--- src/core/pte_pkg.sv ---
// Offsets, field positions, reset values and timings of the test and energy control block
//
// Operation
// - Count errored nibbles during self-test
// - Self-test restart clears error nibble count
// - Error nibble count saturates at maximum
// - Continuous bit gives gapless pseudo-random transmission
// - Pattern enable bit, reset off
// - Gap select: 15 us or 10 us
// - Two-bit select picks the test pattern
// - Soft reset spares management registers
// - Soft reset bit clears itself when done
// - Other second-control bits read zero
// - Energy enable resets from strap, writable
// - Auto power-up at data threshold
// - Auto power-down when no line energy
// - Manual bit toggles power state immediately
// - Thresholds reset to one; counters idle-clear
// - Power-up sends burst of four pulses
package pte_pkg;
    localparam int PTE_CLK_MHZ = 50;
    localparam int PTE_ADDR_W = 10;
    localparam logic [7:0] PTE_IDX_TEST = 8'h1b;
    localparam logic [7:0] PTE_IDX_PHY2 = 8'h1c;
    localparam logic [7:0] PTE_IDX_ED = 8'h1d;
    localparam int PTE_CNT_LSB = 8;
    localparam logic [7:0] PTE_CNT_MAX = 8'hff;
    localparam int PTE_RSV_HI_LSB = 6;
    localparam int PTE_CONT_BIT = 5;
    localparam int PTE_PEN_BIT = 4;
    localparam int PTE_RSV_LO_BIT = 3;
    localparam int PTE_GAP_BIT = 2;
    localparam int PTE_SEL_LSB = 0;
    localparam int PTE_SRST_BIT = 9;
    localparam logic [31:0] PTE_PHY2_MASK = 32'h0000_0200;
    localparam int PTE_ENERGY_MGMT_ENABLE_BIT = 15;
    localparam int PTE_ED_UP_BIT = 14;
    localparam int PTE_ED_DN_BIT = 13;
    localparam int PTE_MANUAL_POWER_TOGGLE_BIT = 12;
    localparam int PTE_ED_BD_BIT = 11;
    localparam int PTE_ED_PWR_BIT = 10;
    localparam int PTE_ED_EMET_BIT = 9;
    localparam int PTE_ED_DMET_BIT = 8;
    localparam int PTE_ED_ETHR_LSB = 4;
    localparam int PTE_ED_DTHR_LSB = 0;
    localparam logic PTE_AUTO_UP_RST = 1'b1;
    localparam logic PTE_AUTO_DN_RST = 1'b1;
    localparam logic [3:0] PTE_THR_RST = 4'h1;
    localparam logic [3:0] PTE_EVT_MAX = 4'hf;
    localparam int PTE_GAP_SHORT_US = 10;
    localparam int PTE_GAP_LONG_US = 15;
    localparam int PTE_GAP_SHORT_CYC = PTE_GAP_SHORT_US * PTE_CLK_MHZ;
    localparam int PTE_GAP_LONG_CYC = PTE_GAP_LONG_US * PTE_CLK_MHZ;
    localparam int PTE_IDLE_MS = 2000;
    localparam int PTE_IDLE_CYC = PTE_IDLE_MS * 1000 * PTE_CLK_MHZ;
    localparam int PTE_SRST_CYC = 4;
    localparam logic [2:0] PTE_BURST_LEN = 3'h4;
    localparam logic [2:0] PTE_BURST_ONE = 3'h1;
    localparam logic [3:0] PTE_SPACE_LAST = 4'h7;

    typedef enum logic [1:0] {
        PTE_ED_DOWN = 2'b00,
        PTE_ED_RISING = 2'b01,
        PTE_ED_UP = 2'b11,
        PTE_ED_FALLING = 2'b10
    } pte_ed_state_type;

    function automatic logic pte_hit(input logic [PTE_ADDR_W-1:0] addr, input logic [7:0] idx);
        pte_hit = (addr == {idx, 2'b00});
    endfunction : pte_hit
endpackage : pte_pkg

--- src/core/pte_ctrl.sv ---
// APB register bank for self-test, 10 Mb test pattern, soft reset and energy detect
`timescale 1ns/1ps
module pte_ctrl
    import pte_pkg::*;
#(
    parameter int IDLE_CYCLES = PTE_IDLE_CYC,
    parameter int SRST_CYCLES = PTE_SRST_CYC
)
(
    input wire logic pclk,
    input wire logic presetn,
    input wire logic psel,
    input wire logic penable,
    input wire logic pwrite,
    input wire logic [PTE_ADDR_W-1:0] paddr,
    input wire logic [31:0] pwdata,
    output logic pready,
    output logic [31:0] prdata,
    output logic pslverr,
    input wire logic bist_start,
    input wire logic bist_nibble_err,
    input wire logic energy_strap,
    input wire logic ed_data_event,
    input wire logic ed_err_event,
    input wire logic line_energy,
    output logic selftest_continuous,
    output logic pattern_gen_enable,
    output logic pattern_gap_select,
    output logic [1:0] pattern_select,
    output logic pattern_seq_start,
    output logic core_soft_reset,
    output logic ed_power_state,
    output logic ed_power_up_start,
    output logic ed_power_down_start,
    output logic ed_data_pulse
);
    localparam int IDLE_W = $clog2(IDLE_CYCLES + 1);

    if (IDLE_CYCLES < 2 || SRST_CYCLES < 1 || SRST_CYCLES > 255)
    begin : gen_bad_param
        $error("pte_ctrl: timing parameter out of range");
    end

    function automatic logic [3:0] sat_inc4(input logic [3:0] v, input logic inc);
        sat_inc4 = (inc && v != PTE_EVT_MAX) ? v + 4'h1 : v;
    endfunction : sat_inc4

    logic setup_ph;
    logic wr_en;
    logic rd_en;
    logic hit_test;
    logic hit_phy2;
    logic hit_ed;
    logic wr_test;
    logic wr_phy2;
    logic wr_ed;
    logic rd_ed;
    logic [31:0] next_prdata;
    logic [7:0] err_nib;
    logic [2:0] rsv_bits;
    logic [7:0] srst_cnt;
    logic [7:0] next_srst_cnt;
    logic strap_taken;
    logic energy_mgmt_enable;
    logic auto_power_up;
    logic auto_power_down;
    logic manual_power_toggle;
    logic pulse_burst_disable;
    logic [3:0] energy_data_threshold;
    logic [3:0] energy_error_threshold;
    logic [3:0] data_cnt;
    logic [3:0] err_cnt;
    logic [IDLE_W-1:0] idle_cnt;
    logic idle_expire;
    logic data_hit;
    logic err_hit;
    logic data_met;
    logic err_met;
    pte_ed_state_type ed_state;
    pte_ed_state_type next_ed_state;
    logic man_clear;
    logic [2:0] pulse_cnt;
    logic [3:0] space_cnt;
    logic [2:0] burst_target;
    logic burst_done;

    // APB decode; zero-wait answer one cycle after setup
    assign setup_ph = psel && !penable;
    assign wr_en = psel && penable && pready && pwrite;
    assign rd_en = psel && penable && pready && !pwrite;
    assign hit_test = pte_hit(paddr, PTE_IDX_TEST);
    assign hit_phy2 = pte_hit(paddr, PTE_IDX_PHY2);
    assign hit_ed = pte_hit(paddr, PTE_IDX_ED);
    assign wr_test = wr_en && hit_test;
    assign wr_phy2 = wr_en && hit_phy2;
    assign wr_ed = wr_en && hit_ed;
    assign rd_ed = rd_en && hit_ed;

    always_ff @(posedge pclk or negedge presetn)
    begin
        if (!presetn)
            pready <= 1'b0;
        else
            pready <= setup_ph;
    end

    always_ff @(posedge pclk or negedge presetn)
    begin
        if (!presetn)
            pslverr <= 1'b0;
        else
            pslverr <= setup_ph && !(hit_test || hit_phy2 || hit_ed);
    end

    always_comb
    begin
        next_prdata = 32'h0;
        if (hit_test)
        begin
            next_prdata[PTE_CNT_LSB +: 8] = err_nib;
            next_prdata[PTE_RSV_HI_LSB +: 2] = rsv_bits[2:1];
            next_prdata[PTE_CONT_BIT] = selftest_continuous;
            next_prdata[PTE_PEN_BIT] = pattern_gen_enable;
            next_prdata[PTE_RSV_LO_BIT] = rsv_bits[0];
            next_prdata[PTE_GAP_BIT] = pattern_gap_select;
            next_prdata[PTE_SEL_LSB +: 2] = pattern_select;
        end
        else if (hit_phy2)
        begin
            // Only the busy soft reset shows; all else zero
            next_prdata[PTE_SRST_BIT] = core_soft_reset;
        end
        else if (hit_ed)
        begin
            next_prdata[PTE_ENERGY_MGMT_ENABLE_BIT] = energy_mgmt_enable;
            next_prdata[PTE_ED_UP_BIT] = auto_power_up;
            next_prdata[PTE_ED_DN_BIT] = auto_power_down;
            next_prdata[PTE_MANUAL_POWER_TOGGLE_BIT] = manual_power_toggle;
            next_prdata[PTE_ED_BD_BIT] = pulse_burst_disable;
            next_prdata[PTE_ED_PWR_BIT] = ed_power_state;
            next_prdata[PTE_ED_EMET_BIT] = err_met;
            next_prdata[PTE_ED_DMET_BIT] = data_met;
            next_prdata[PTE_ED_ETHR_LSB +: 4] = energy_error_threshold;
            next_prdata[PTE_ED_DTHR_LSB +: 4] = energy_data_threshold;
        end
    end

    always_ff @(posedge pclk or negedge presetn)
    begin
        if (!presetn)
            prdata <= 32'h0;
        else if (setup_ph && !pwrite)
            prdata <= next_prdata;
    end

    // Test pattern and self-test configuration
    always_ff @(posedge pclk or negedge presetn)
    begin
        if (!presetn)
        begin
            selftest_continuous <= 1'b0;
            pattern_gen_enable <= 1'b0;
            pattern_gap_select <= 1'b0;
            pattern_select <= 2'h0;
            rsv_bits <= 3'h0;
        end
        else if (wr_test)
        begin
            selftest_continuous <= pwdata[PTE_CONT_BIT];
            pattern_gen_enable <= pwdata[PTE_PEN_BIT];
            pattern_gap_select <= pwdata[PTE_GAP_BIT];
            pattern_select <= pwdata[PTE_SEL_LSB +: 2];
            // Stored as written; software keeps them zero
            rsv_bits <= {pwdata[PTE_RSV_HI_LSB +: 2], pwdata[PTE_RSV_LO_BIT]};
        end
    end

    // Error nibble count; a restart beats a same-cycle error
    always_ff @(posedge pclk or negedge presetn)
    begin
        if (!presetn)
            err_nib <= 8'h0;
        else if (bist_start)
            err_nib <= 8'h0;
        else if (bist_nibble_err && err_nib != PTE_CNT_MAX)
            err_nib <= err_nib + 8'h01;
    end

    pte_gap_timer u_gap (
        .pclk(pclk),
        .presetn(presetn),
        .clear(core_soft_reset),
        .enable(pattern_gen_enable),
        .gap_long(pattern_gap_select),
        .seq_start(pattern_seq_start)
    );

    // Soft reset: a write of one restarts the run, zero is ignored
    always_comb
    begin
        next_srst_cnt = srst_cnt;
        if (wr_phy2 && pwdata[PTE_SRST_BIT])
            next_srst_cnt = 8'(SRST_CYCLES);
        else if (srst_cnt != 8'h0)
            next_srst_cnt = srst_cnt - 8'h01;
    end

    always_ff @(posedge pclk or negedge presetn)
    begin
        if (!presetn)
        begin
            srst_cnt <= 8'h0;
            core_soft_reset <= 1'b0;
        end
        else
        begin
            srst_cnt <= next_srst_cnt;
            core_soft_reset <= next_srst_cnt != 8'h0;
        end
    end

    // Strap taken on the first edge after release, not under reset
    always_ff @(posedge pclk or negedge presetn)
    begin
        if (!presetn)
        begin
            strap_taken <= 1'b0;
            energy_mgmt_enable <= 1'b0;
        end
        else if (!strap_taken)
        begin
            strap_taken <= 1'b1;
            energy_mgmt_enable <= energy_strap;
        end
        else if (wr_ed)
            energy_mgmt_enable <= pwdata[PTE_ENERGY_MGMT_ENABLE_BIT];
    end

    always_ff @(posedge pclk or negedge presetn)
    begin
        if (!presetn)
        begin
            auto_power_up <= PTE_AUTO_UP_RST;
            auto_power_down <= PTE_AUTO_DN_RST;
            pulse_burst_disable <= 1'b0;
            energy_error_threshold <= PTE_THR_RST;
            energy_data_threshold <= PTE_THR_RST;
        end
        else if (wr_ed)
        begin
            auto_power_up <= pwdata[PTE_ED_UP_BIT];
            auto_power_down <= pwdata[PTE_ED_DN_BIT];
            pulse_burst_disable <= pwdata[PTE_ED_BD_BIT];
            energy_error_threshold <= pwdata[PTE_ED_ETHR_LSB +: 4];
            energy_data_threshold <= pwdata[PTE_ED_DTHR_LSB +: 4];
        end
    end

    // A new write of one wins over the clear
    always_ff @(posedge pclk or negedge presetn)
    begin
        if (!presetn)
            manual_power_toggle <= 1'b0;
        else if (wr_ed && pwdata[PTE_MANUAL_POWER_TOGGLE_BIT])
            manual_power_toggle <= 1'b1;
        else if (man_clear)
            manual_power_toggle <= 1'b0;
    end

    // Event counting with idle clear
    assign idle_expire = idle_cnt == IDLE_W'(IDLE_CYCLES - 1);
    assign data_hit = data_cnt >= energy_data_threshold;
    assign err_hit = err_cnt >= energy_error_threshold;

    always_ff @(posedge pclk or negedge presetn)
    begin
        if (!presetn)
            idle_cnt <= '0;
        else if (core_soft_reset || ed_data_event || idle_expire)
            idle_cnt <= '0;
        else
            idle_cnt <= idle_cnt + IDLE_W'(1);
    end

    always_ff @(posedge pclk or negedge presetn)
    begin
        if (!presetn)
        begin
            data_cnt <= 4'h0;
            err_cnt <= 4'h0;
        end
        else if (core_soft_reset || idle_expire || ed_power_up_start)
        begin
            data_cnt <= 4'h0;
            err_cnt <= 4'h0;
        end
        else
        begin
            data_cnt <= sat_inc4(data_cnt, ed_data_event);
            err_cnt <= sat_inc4(err_cnt, ed_err_event);
        end
    end

    // Informational flags, cleared by a read; a new hit wins
    always_ff @(posedge pclk or negedge presetn)
    begin
        if (!presetn)
        begin
            data_met <= 1'b0;
            err_met <= 1'b0;
        end
        else
        begin
            data_met <= (data_hit && data_cnt != 4'h0) || (data_met && !rd_ed);
            err_met <= (err_hit && err_cnt != 4'h0) || (err_met && !rd_ed);
        end
    end

    // Power manager; parked powered up while disabled
    always_comb
    begin
        next_ed_state = ed_state;
        case (ed_state)
            PTE_ED_DOWN:
                if (manual_power_toggle)
                    next_ed_state = PTE_ED_RISING;
                else if (auto_power_up && data_hit)
                    next_ed_state = PTE_ED_RISING;
            PTE_ED_RISING:
                if (burst_done)
                    next_ed_state = PTE_ED_UP;
            PTE_ED_UP:
                if (manual_power_toggle)
                    next_ed_state = PTE_ED_FALLING;
                else if (auto_power_down && !line_energy)
                    next_ed_state = PTE_ED_FALLING;
            PTE_ED_FALLING:
                next_ed_state = PTE_ED_DOWN;
            default:
                next_ed_state = PTE_ED_UP;
        endcase
        if (!energy_mgmt_enable || core_soft_reset)
            next_ed_state = PTE_ED_UP;
    end

    assign man_clear = manual_power_toggle && (!energy_mgmt_enable || core_soft_reset
        || ed_state == PTE_ED_DOWN || ed_state == PTE_ED_UP);

    always_ff @(posedge pclk or negedge presetn)
    begin
        if (!presetn)
            ed_state <= PTE_ED_UP;
        else
            ed_state <= next_ed_state;
    end

    always_ff @(posedge pclk or negedge presetn)
    begin
        if (!presetn)
        begin
            ed_power_state <= 1'b1;
            ed_power_up_start <= 1'b0;
            ed_power_down_start <= 1'b0;
        end
        else
        begin
            ed_power_state <= next_ed_state == PTE_ED_UP || next_ed_state == PTE_ED_RISING;
            ed_power_up_start <= ed_state == PTE_ED_DOWN && next_ed_state == PTE_ED_RISING;
            ed_power_down_start <= ed_state == PTE_ED_UP && next_ed_state == PTE_ED_FALLING;
        end
    end

    // Pulse burst while rising; last pulse is followed by one full space
    assign burst_target = pulse_burst_disable ? PTE_BURST_ONE : PTE_BURST_LEN;
    assign burst_done = pulse_cnt == burst_target && space_cnt == 4'h0;

    always_ff @(posedge pclk or negedge presetn)
    begin
        if (!presetn)
        begin
            pulse_cnt <= 3'h0;
            space_cnt <= 4'h0;
        end
        else if (ed_state != PTE_ED_RISING || core_soft_reset)
        begin
            pulse_cnt <= 3'h0;
            space_cnt <= 4'h0;
        end
        else
        begin
            space_cnt <= (space_cnt == PTE_SPACE_LAST) ? 4'h0 : space_cnt + 4'h1;
            if (space_cnt == 4'h0 && pulse_cnt != burst_target)
                pulse_cnt <= pulse_cnt + 3'h1;
        end
    end

    always_ff @(posedge pclk or negedge presetn)
    begin
        if (!presetn)
            ed_data_pulse <= 1'b0;
        else
            ed_data_pulse <= ed_state == PTE_ED_RISING && !core_soft_reset
                && space_cnt == 4'h0 && pulse_cnt != burst_target;
    end
endmodule : pte_ctrl

--- src/core/pte_gap_timer.sv ---
// Spacing timer for 10 Mb test pattern sequences
`timescale 1ns/1ps
module pte_gap_timer
    import pte_pkg::*;
#(
    parameter int SHORT_CYC = PTE_GAP_SHORT_CYC,
    parameter int LONG_CYC = PTE_GAP_LONG_CYC
)
(
    input wire logic pclk,
    input wire logic presetn,
    input wire logic clear,
    input wire logic enable,
    input wire logic gap_long,
    output logic seq_start
);
    localparam int W = $clog2(LONG_CYC + 1);

    if (SHORT_CYC < 2 || LONG_CYC <= SHORT_CYC)
    begin : gen_bad_gap
        $error("pte_gap_timer: gap lengths unusable");
    end

    logic [W-1:0] cnt;
    logic [W-1:0] last;

    // Select may change mid-gap, hence >= rather than ==
    assign last = gap_long ? W'(LONG_CYC - 1) : W'(SHORT_CYC - 1);

    always_ff @(posedge pclk or negedge presetn)
    begin
        if (!presetn)
            cnt <= '0;
        else if (clear || !enable || cnt >= last)
            cnt <= '0;
        else
            cnt <= cnt + W'(1);
    end

    always_ff @(posedge pclk or negedge presetn)
    begin
        if (!presetn)
            seq_start <= 1'b0;
        else
            seq_start <= enable && !clear && cnt == '0;
    end
endmodule : pte_gap_timer

--- config.mk ---
export PLATFORM = sky130hd
export DESIGN_NAME = pte_ctrl
export DESIGN_NICKNAME = d
export VERILOG_FILES = /design/src/core/pte_pkg.sv /design/src/core/pte_ctrl.sv /design/src/core/pte_gap_timer.sv
export SDC_FILE = /design/constraint.sdc
export NUM_CORES = 1
export LEC_CHECK = 0
export CORE_AREA = 2 2 87 173
export CTS_CLUSTER_DIAMETER = 50
export DETAILED_ROUTE_END_ITERATION = 6
export DIE_AREA = 0 0 89 175
export DONT_BUFFER_PORTS = 1
export HOLD_SLACK_MARGIN = 0.12
export PLACE_DENSITY = 0.67
export SKIP_LAST_GASP = 1
export SLEW_MARGIN = 10
export SYNTH_ARGS = -nofsm -noshare
export SYNTH_HDL_FRONTEND = slang
export SYNTH_SLANG_ARGS = --single-unit
--- constraint.sdc ---
create_clock -name pclk -period 1.8 [get_ports pclk]
set_input_delay 0.09 -clock pclk [delete_from_list [all_inputs] [get_ports pclk]]
set_output_delay 0.09 -clock pclk [all_outputs]
set_load 0.01 [all_outputs]
==> implementation parameters <==
Parameter                              Value

Route
  Wirelength, routed ... 15.9 mm
  Detailed-router iteration count before antenna repair ... 4
  Count of unresolved DRC violations after routing ... 0
  Per-cell via count in the routed design ... 5.70
  Average routed wire per standard cell ... approximately 17 um
  Count of antenna-violating nets left after detailed routing ... 0
  Met2 routed WL ... roughly 9.2 mm
  Detailed-route via count ... 5206
  Met1 Routed Length ... 5.69 mm
  Drt first-iter violations ... 281
  Highest metal layer with signal wires ... met4
  Met3 wire length ... 547 um

Yosys
  Area leader, netlist ... sky130_fd_sc_hd__dfrtp_1
  Synth unique cells ... 63
  Area share of the largest cell type after synthesis ... 0.437
  Post-synth top flop ... sky130_fd_sc_hd__dfrtp_1
  Largest cells by area after synthesis ... sky130_fd_sc_hd__dfrtp_1 44%, sky130_fd_sc_hd__ha_1 5.3%, sky130_fd_sc_hd__mux2_2 3.4%
  Syn avg cell area ... roughly 10 um^2
  Sequential area share after synthesis ... 0.462
  Cell area after synthesis ... 6350 um^2
  Count of mapped cells out of synthesis ... ~630
  Post-synthesis sequential element count ... 117
  Synth Warn # ... 0
  Number of flops mapped to enable cells by yosys ... 0
  Async S/R FF share, synth ... 1.00

Floorplan
  I/O pin count ... 98
  Die extent in y ... 175 um
  Area of the placeable core ... 14300 um^2
  Total number of placement rows ... 62
  Die W ... a little under 90 um
  Initial Utilization ... 0.445
  Die outline area ... about 16000 um^2

Layout
  NumNets Final ... just under 800
  Antenna diode count ... 0
  Layout Area Growth over Synthesis ... 21.8%
  Most common cell after layout, fill and taps aside ... sky130_fd_sc_hd__dfrtp_1
  Most frequent cells in the layout ... 110 x sky130_fd_sc_hd__dfrtp_1, 48 x sky130_fd_sc_hd__nor2_1, 45 x sky130_fd_sc_hd__buf_4
  Final design utilization ... 0.542
  Post-route insts no fill ... 913
  Proportion of layout cells with a drive suffix above 1 ... 0.186

Worst setup path
  Nature of the critical path endpoint ... flip-flop
  Category of the most critical setup path ... flip-flop to flip-flop
  Worst-path maximum fanout ... 7
  Cell chain of the critical path ... and3_1 > nand4_1 > or4_1 > a211oi_1
  Combined buffer and inverter count along the critical path ... 0
  Worst flop-to-flop path startpoint ... idle_cnt[1]
  Flop2flop setup slack ... 0.06 ns
  Cell class contributing the biggest share of worst-path delay ... simple AND/OR/NAND/NOR gates
  Data arrival time of the critical path ... 2.07 ns
  Required time at the worst-slack endpoint ... 2.12 ns
  CP peak stage delay ... around 0.48 ns
  Cell with the biggest individual delay on the critical path ... sky130_fd_sc_hd__or4_1
  Cells on worst reg2reg path ... 4
  Startpoint Class ... flip-flop
  Terminus of the critical flop-to-flop path ... idle_cnt[17]

Placed design
  DP Wirelength ... around 11 mm
  Global placement routability congestion ... roughly 0.94
  Dpl cells ... 845
  Input/output buffers ... 0

Power and ir drop
  Maximum resistive drop on vdd ... 0.000693 V
  Total power divided by cell area ... roughly 870 nW/um^2
  Leakage component of the power ... around 3.3 nW

GRT
  GRT Util Overall ... 0.218
  Maximum number of pins on one net before global-route repair ... around 120
  Antenna violations before repair ... 0
  Overflow left after global routing ... 0
  Vias in the first global route ... 5449
  Global-route wire length before repair ... between 20 and 30 mm

CTS
  Root buffer cell ... sky130_fd_sc_hd__clkbuf_16
  CTS Buffer Depth ... 2
  Clock Pin Slew Worst Setup and Hold Paths ... 0.06 ns
  Clock sink total ... around 120
  Number of buffers created by CTS ... 17
  Insertion delay of the later-clocked pin in the worst-skew pair ... 0.42 ns
  TritonCTS clock tree ... built
  Depth of the CTS H-tree ... 4
  Hold buffers post-CTS ... 31

Timing
  Summed negative setup slack over all endpoints ... 0 ns
  Number of hold violations in the final report ... about 120
  Unrepaired setup endpoints after global routing ... yes
  Hold slack final ... -0.635 ns
  Max Fclk ... between 0.5 and 0.6 GHz
  Time the worst path needs with I/O delays and setup ... 1.74 ns
  Final Cycle Share ... 0.968
  Clock tree skew after final layout ... 0.00575 ns
  Number of pins exceeding their max-slew limit in the final report ... 0
  Final number of setup-violating endpoints ... 0

Run
  Count of max-cap constraint violations ... 0

Status
  Failing checks ... hold timing
  Status ... complete, but fails checks

Min path
  Path type of the worst min-delay path ... input port to async pin
## cell families after synthesis
logic type | Yosys count | synth area share
adder cells (fa/ha/maj) | 27 | 0.0532
AO/OA/AOI/OAI | 124 | 0.127
AND/OR/NAND/NOR | 236 | 0.212
buffers and inverters | 67 | 0.0560
flip-flops | 117 | 0.462
multiplexers | 25 | 0.0432
XOR/XNOR | 33 | 0.0455
other | 2 | 0.00118
## worst max-delay path by stage
stage | startpoint | cells past startpoint | to | slack [ns]
4_1_cts | idle_cnt[0] | 5 | idle_cnt[20] | -0.04
2_1_floorplan | idle_cnt[0] | 6 | data_cnt[0] | 0.04
3_5_place_dp | pattern_gap_select | 5 | u_gap.cnt[1] | -0.06
6_report | idle_cnt[1] | 4 | idle_cnt[17] | 0.06
3_3_place_gp | pattern_gap_select | 5 | u_gap.cnt[1] | -0.03
5_1_grt | idle_cnt[0] | 4 | idle_cnt[17] | -0.04
## stage by stage
stage | total power, mW | setup WS, ns | area (um^2)
6_report | 6.77 | 0.0568 | 7740
5_1_grt | 7.01 | -0.0387 | 7740
4_1_cts | 6.82 | -0.0412 | 7670
3_5_place_dp | 3.39 | -0.0644 | 6750
3_3_place_gp | 3.38 | -0.0264 | 6750
2_1_floorplan | 3.28 | 0.0377 | 6410
## registers in the layout (all words and copies together), names as in the netlist, 2 cells and up
name	count
pattern_select	2
energy_error_threshold	4
idle_cnt	27
err_nib	8
srst_cnt	8
u_gap.cnt	10
energy_data_threshold	4
pulse_cnt	3
rsv_bits	3
err_cnt	4
data_cnt	4
prdata	16
space_cnt	4
## Yosys cell counts, drive strengths merged (4+ instances only)
cell type    n
nand2       33
mux2i        6
xor2        20
nor4         6
or4         10
o21ai       19
or3          9
dfstp        6
nor3b        8
a22oi       16
and4         5
o31ai        9
o211ai       4
inv         31
nor4b        5
and3        15
nand3       32
a211oi      19
nor4bb       5
buf         28
dfrtp      111
mux2        19
nand2b       5
xnor2       13
nor2        49
clkbuf       7
nand4       13
ha          27
a21o         4
nor3        25
a21oi       39
## worst reg2reg max path, cell delays in order, from the launching register on
cell and delay (ns):
sky130_fd_sc_hd__dfrtp_1 0.40, sky130_fd_sc_hd__and3_1 0.25, sky130_fd_sc_hd__nand4_1 0.27, sky130_fd_sc_hd__or4_1 0.48
sky130_fd_sc_hd__a211oi_1 0.24
## metal layers
layer / global-route usage / vias up
li1: - / 2435
met1: 0.228 / 2627
met2: 0.396 / 114
met3: 0.0472 / 30
met4: 0.105 / 0
met5: 0 / -
## repair_timing
action / 4_1_cts / 5_1_grt
setup endpoints to repair: 20 / 32
pin swaps: 2 / 9
setup buffers: 2 / 3
resized for setup: 4 / 13
hold endpoints to repair: 184 / 117
## area by class of cell
type,instances,area [um^2]
sequential,117,2940
clock buffer,17,425
multi-input combinational,462,3170
clock inverter,15,158
timing repair buffer,79,691
fill,1295,6540
tap,192,240
inverter,31,116
## report_power, final
group          internal (mW)  leakage [nW]  switching [mW]  total [mW]
Sequential              2.75          1.55           0.163        2.92
Combinational          0.252          1.52           0.255       0.507
Clock                   2.04         0.264            1.31        3.34
Total                   5.04          3.33            1.72        6.77
(Power assumes the default switching activity.)
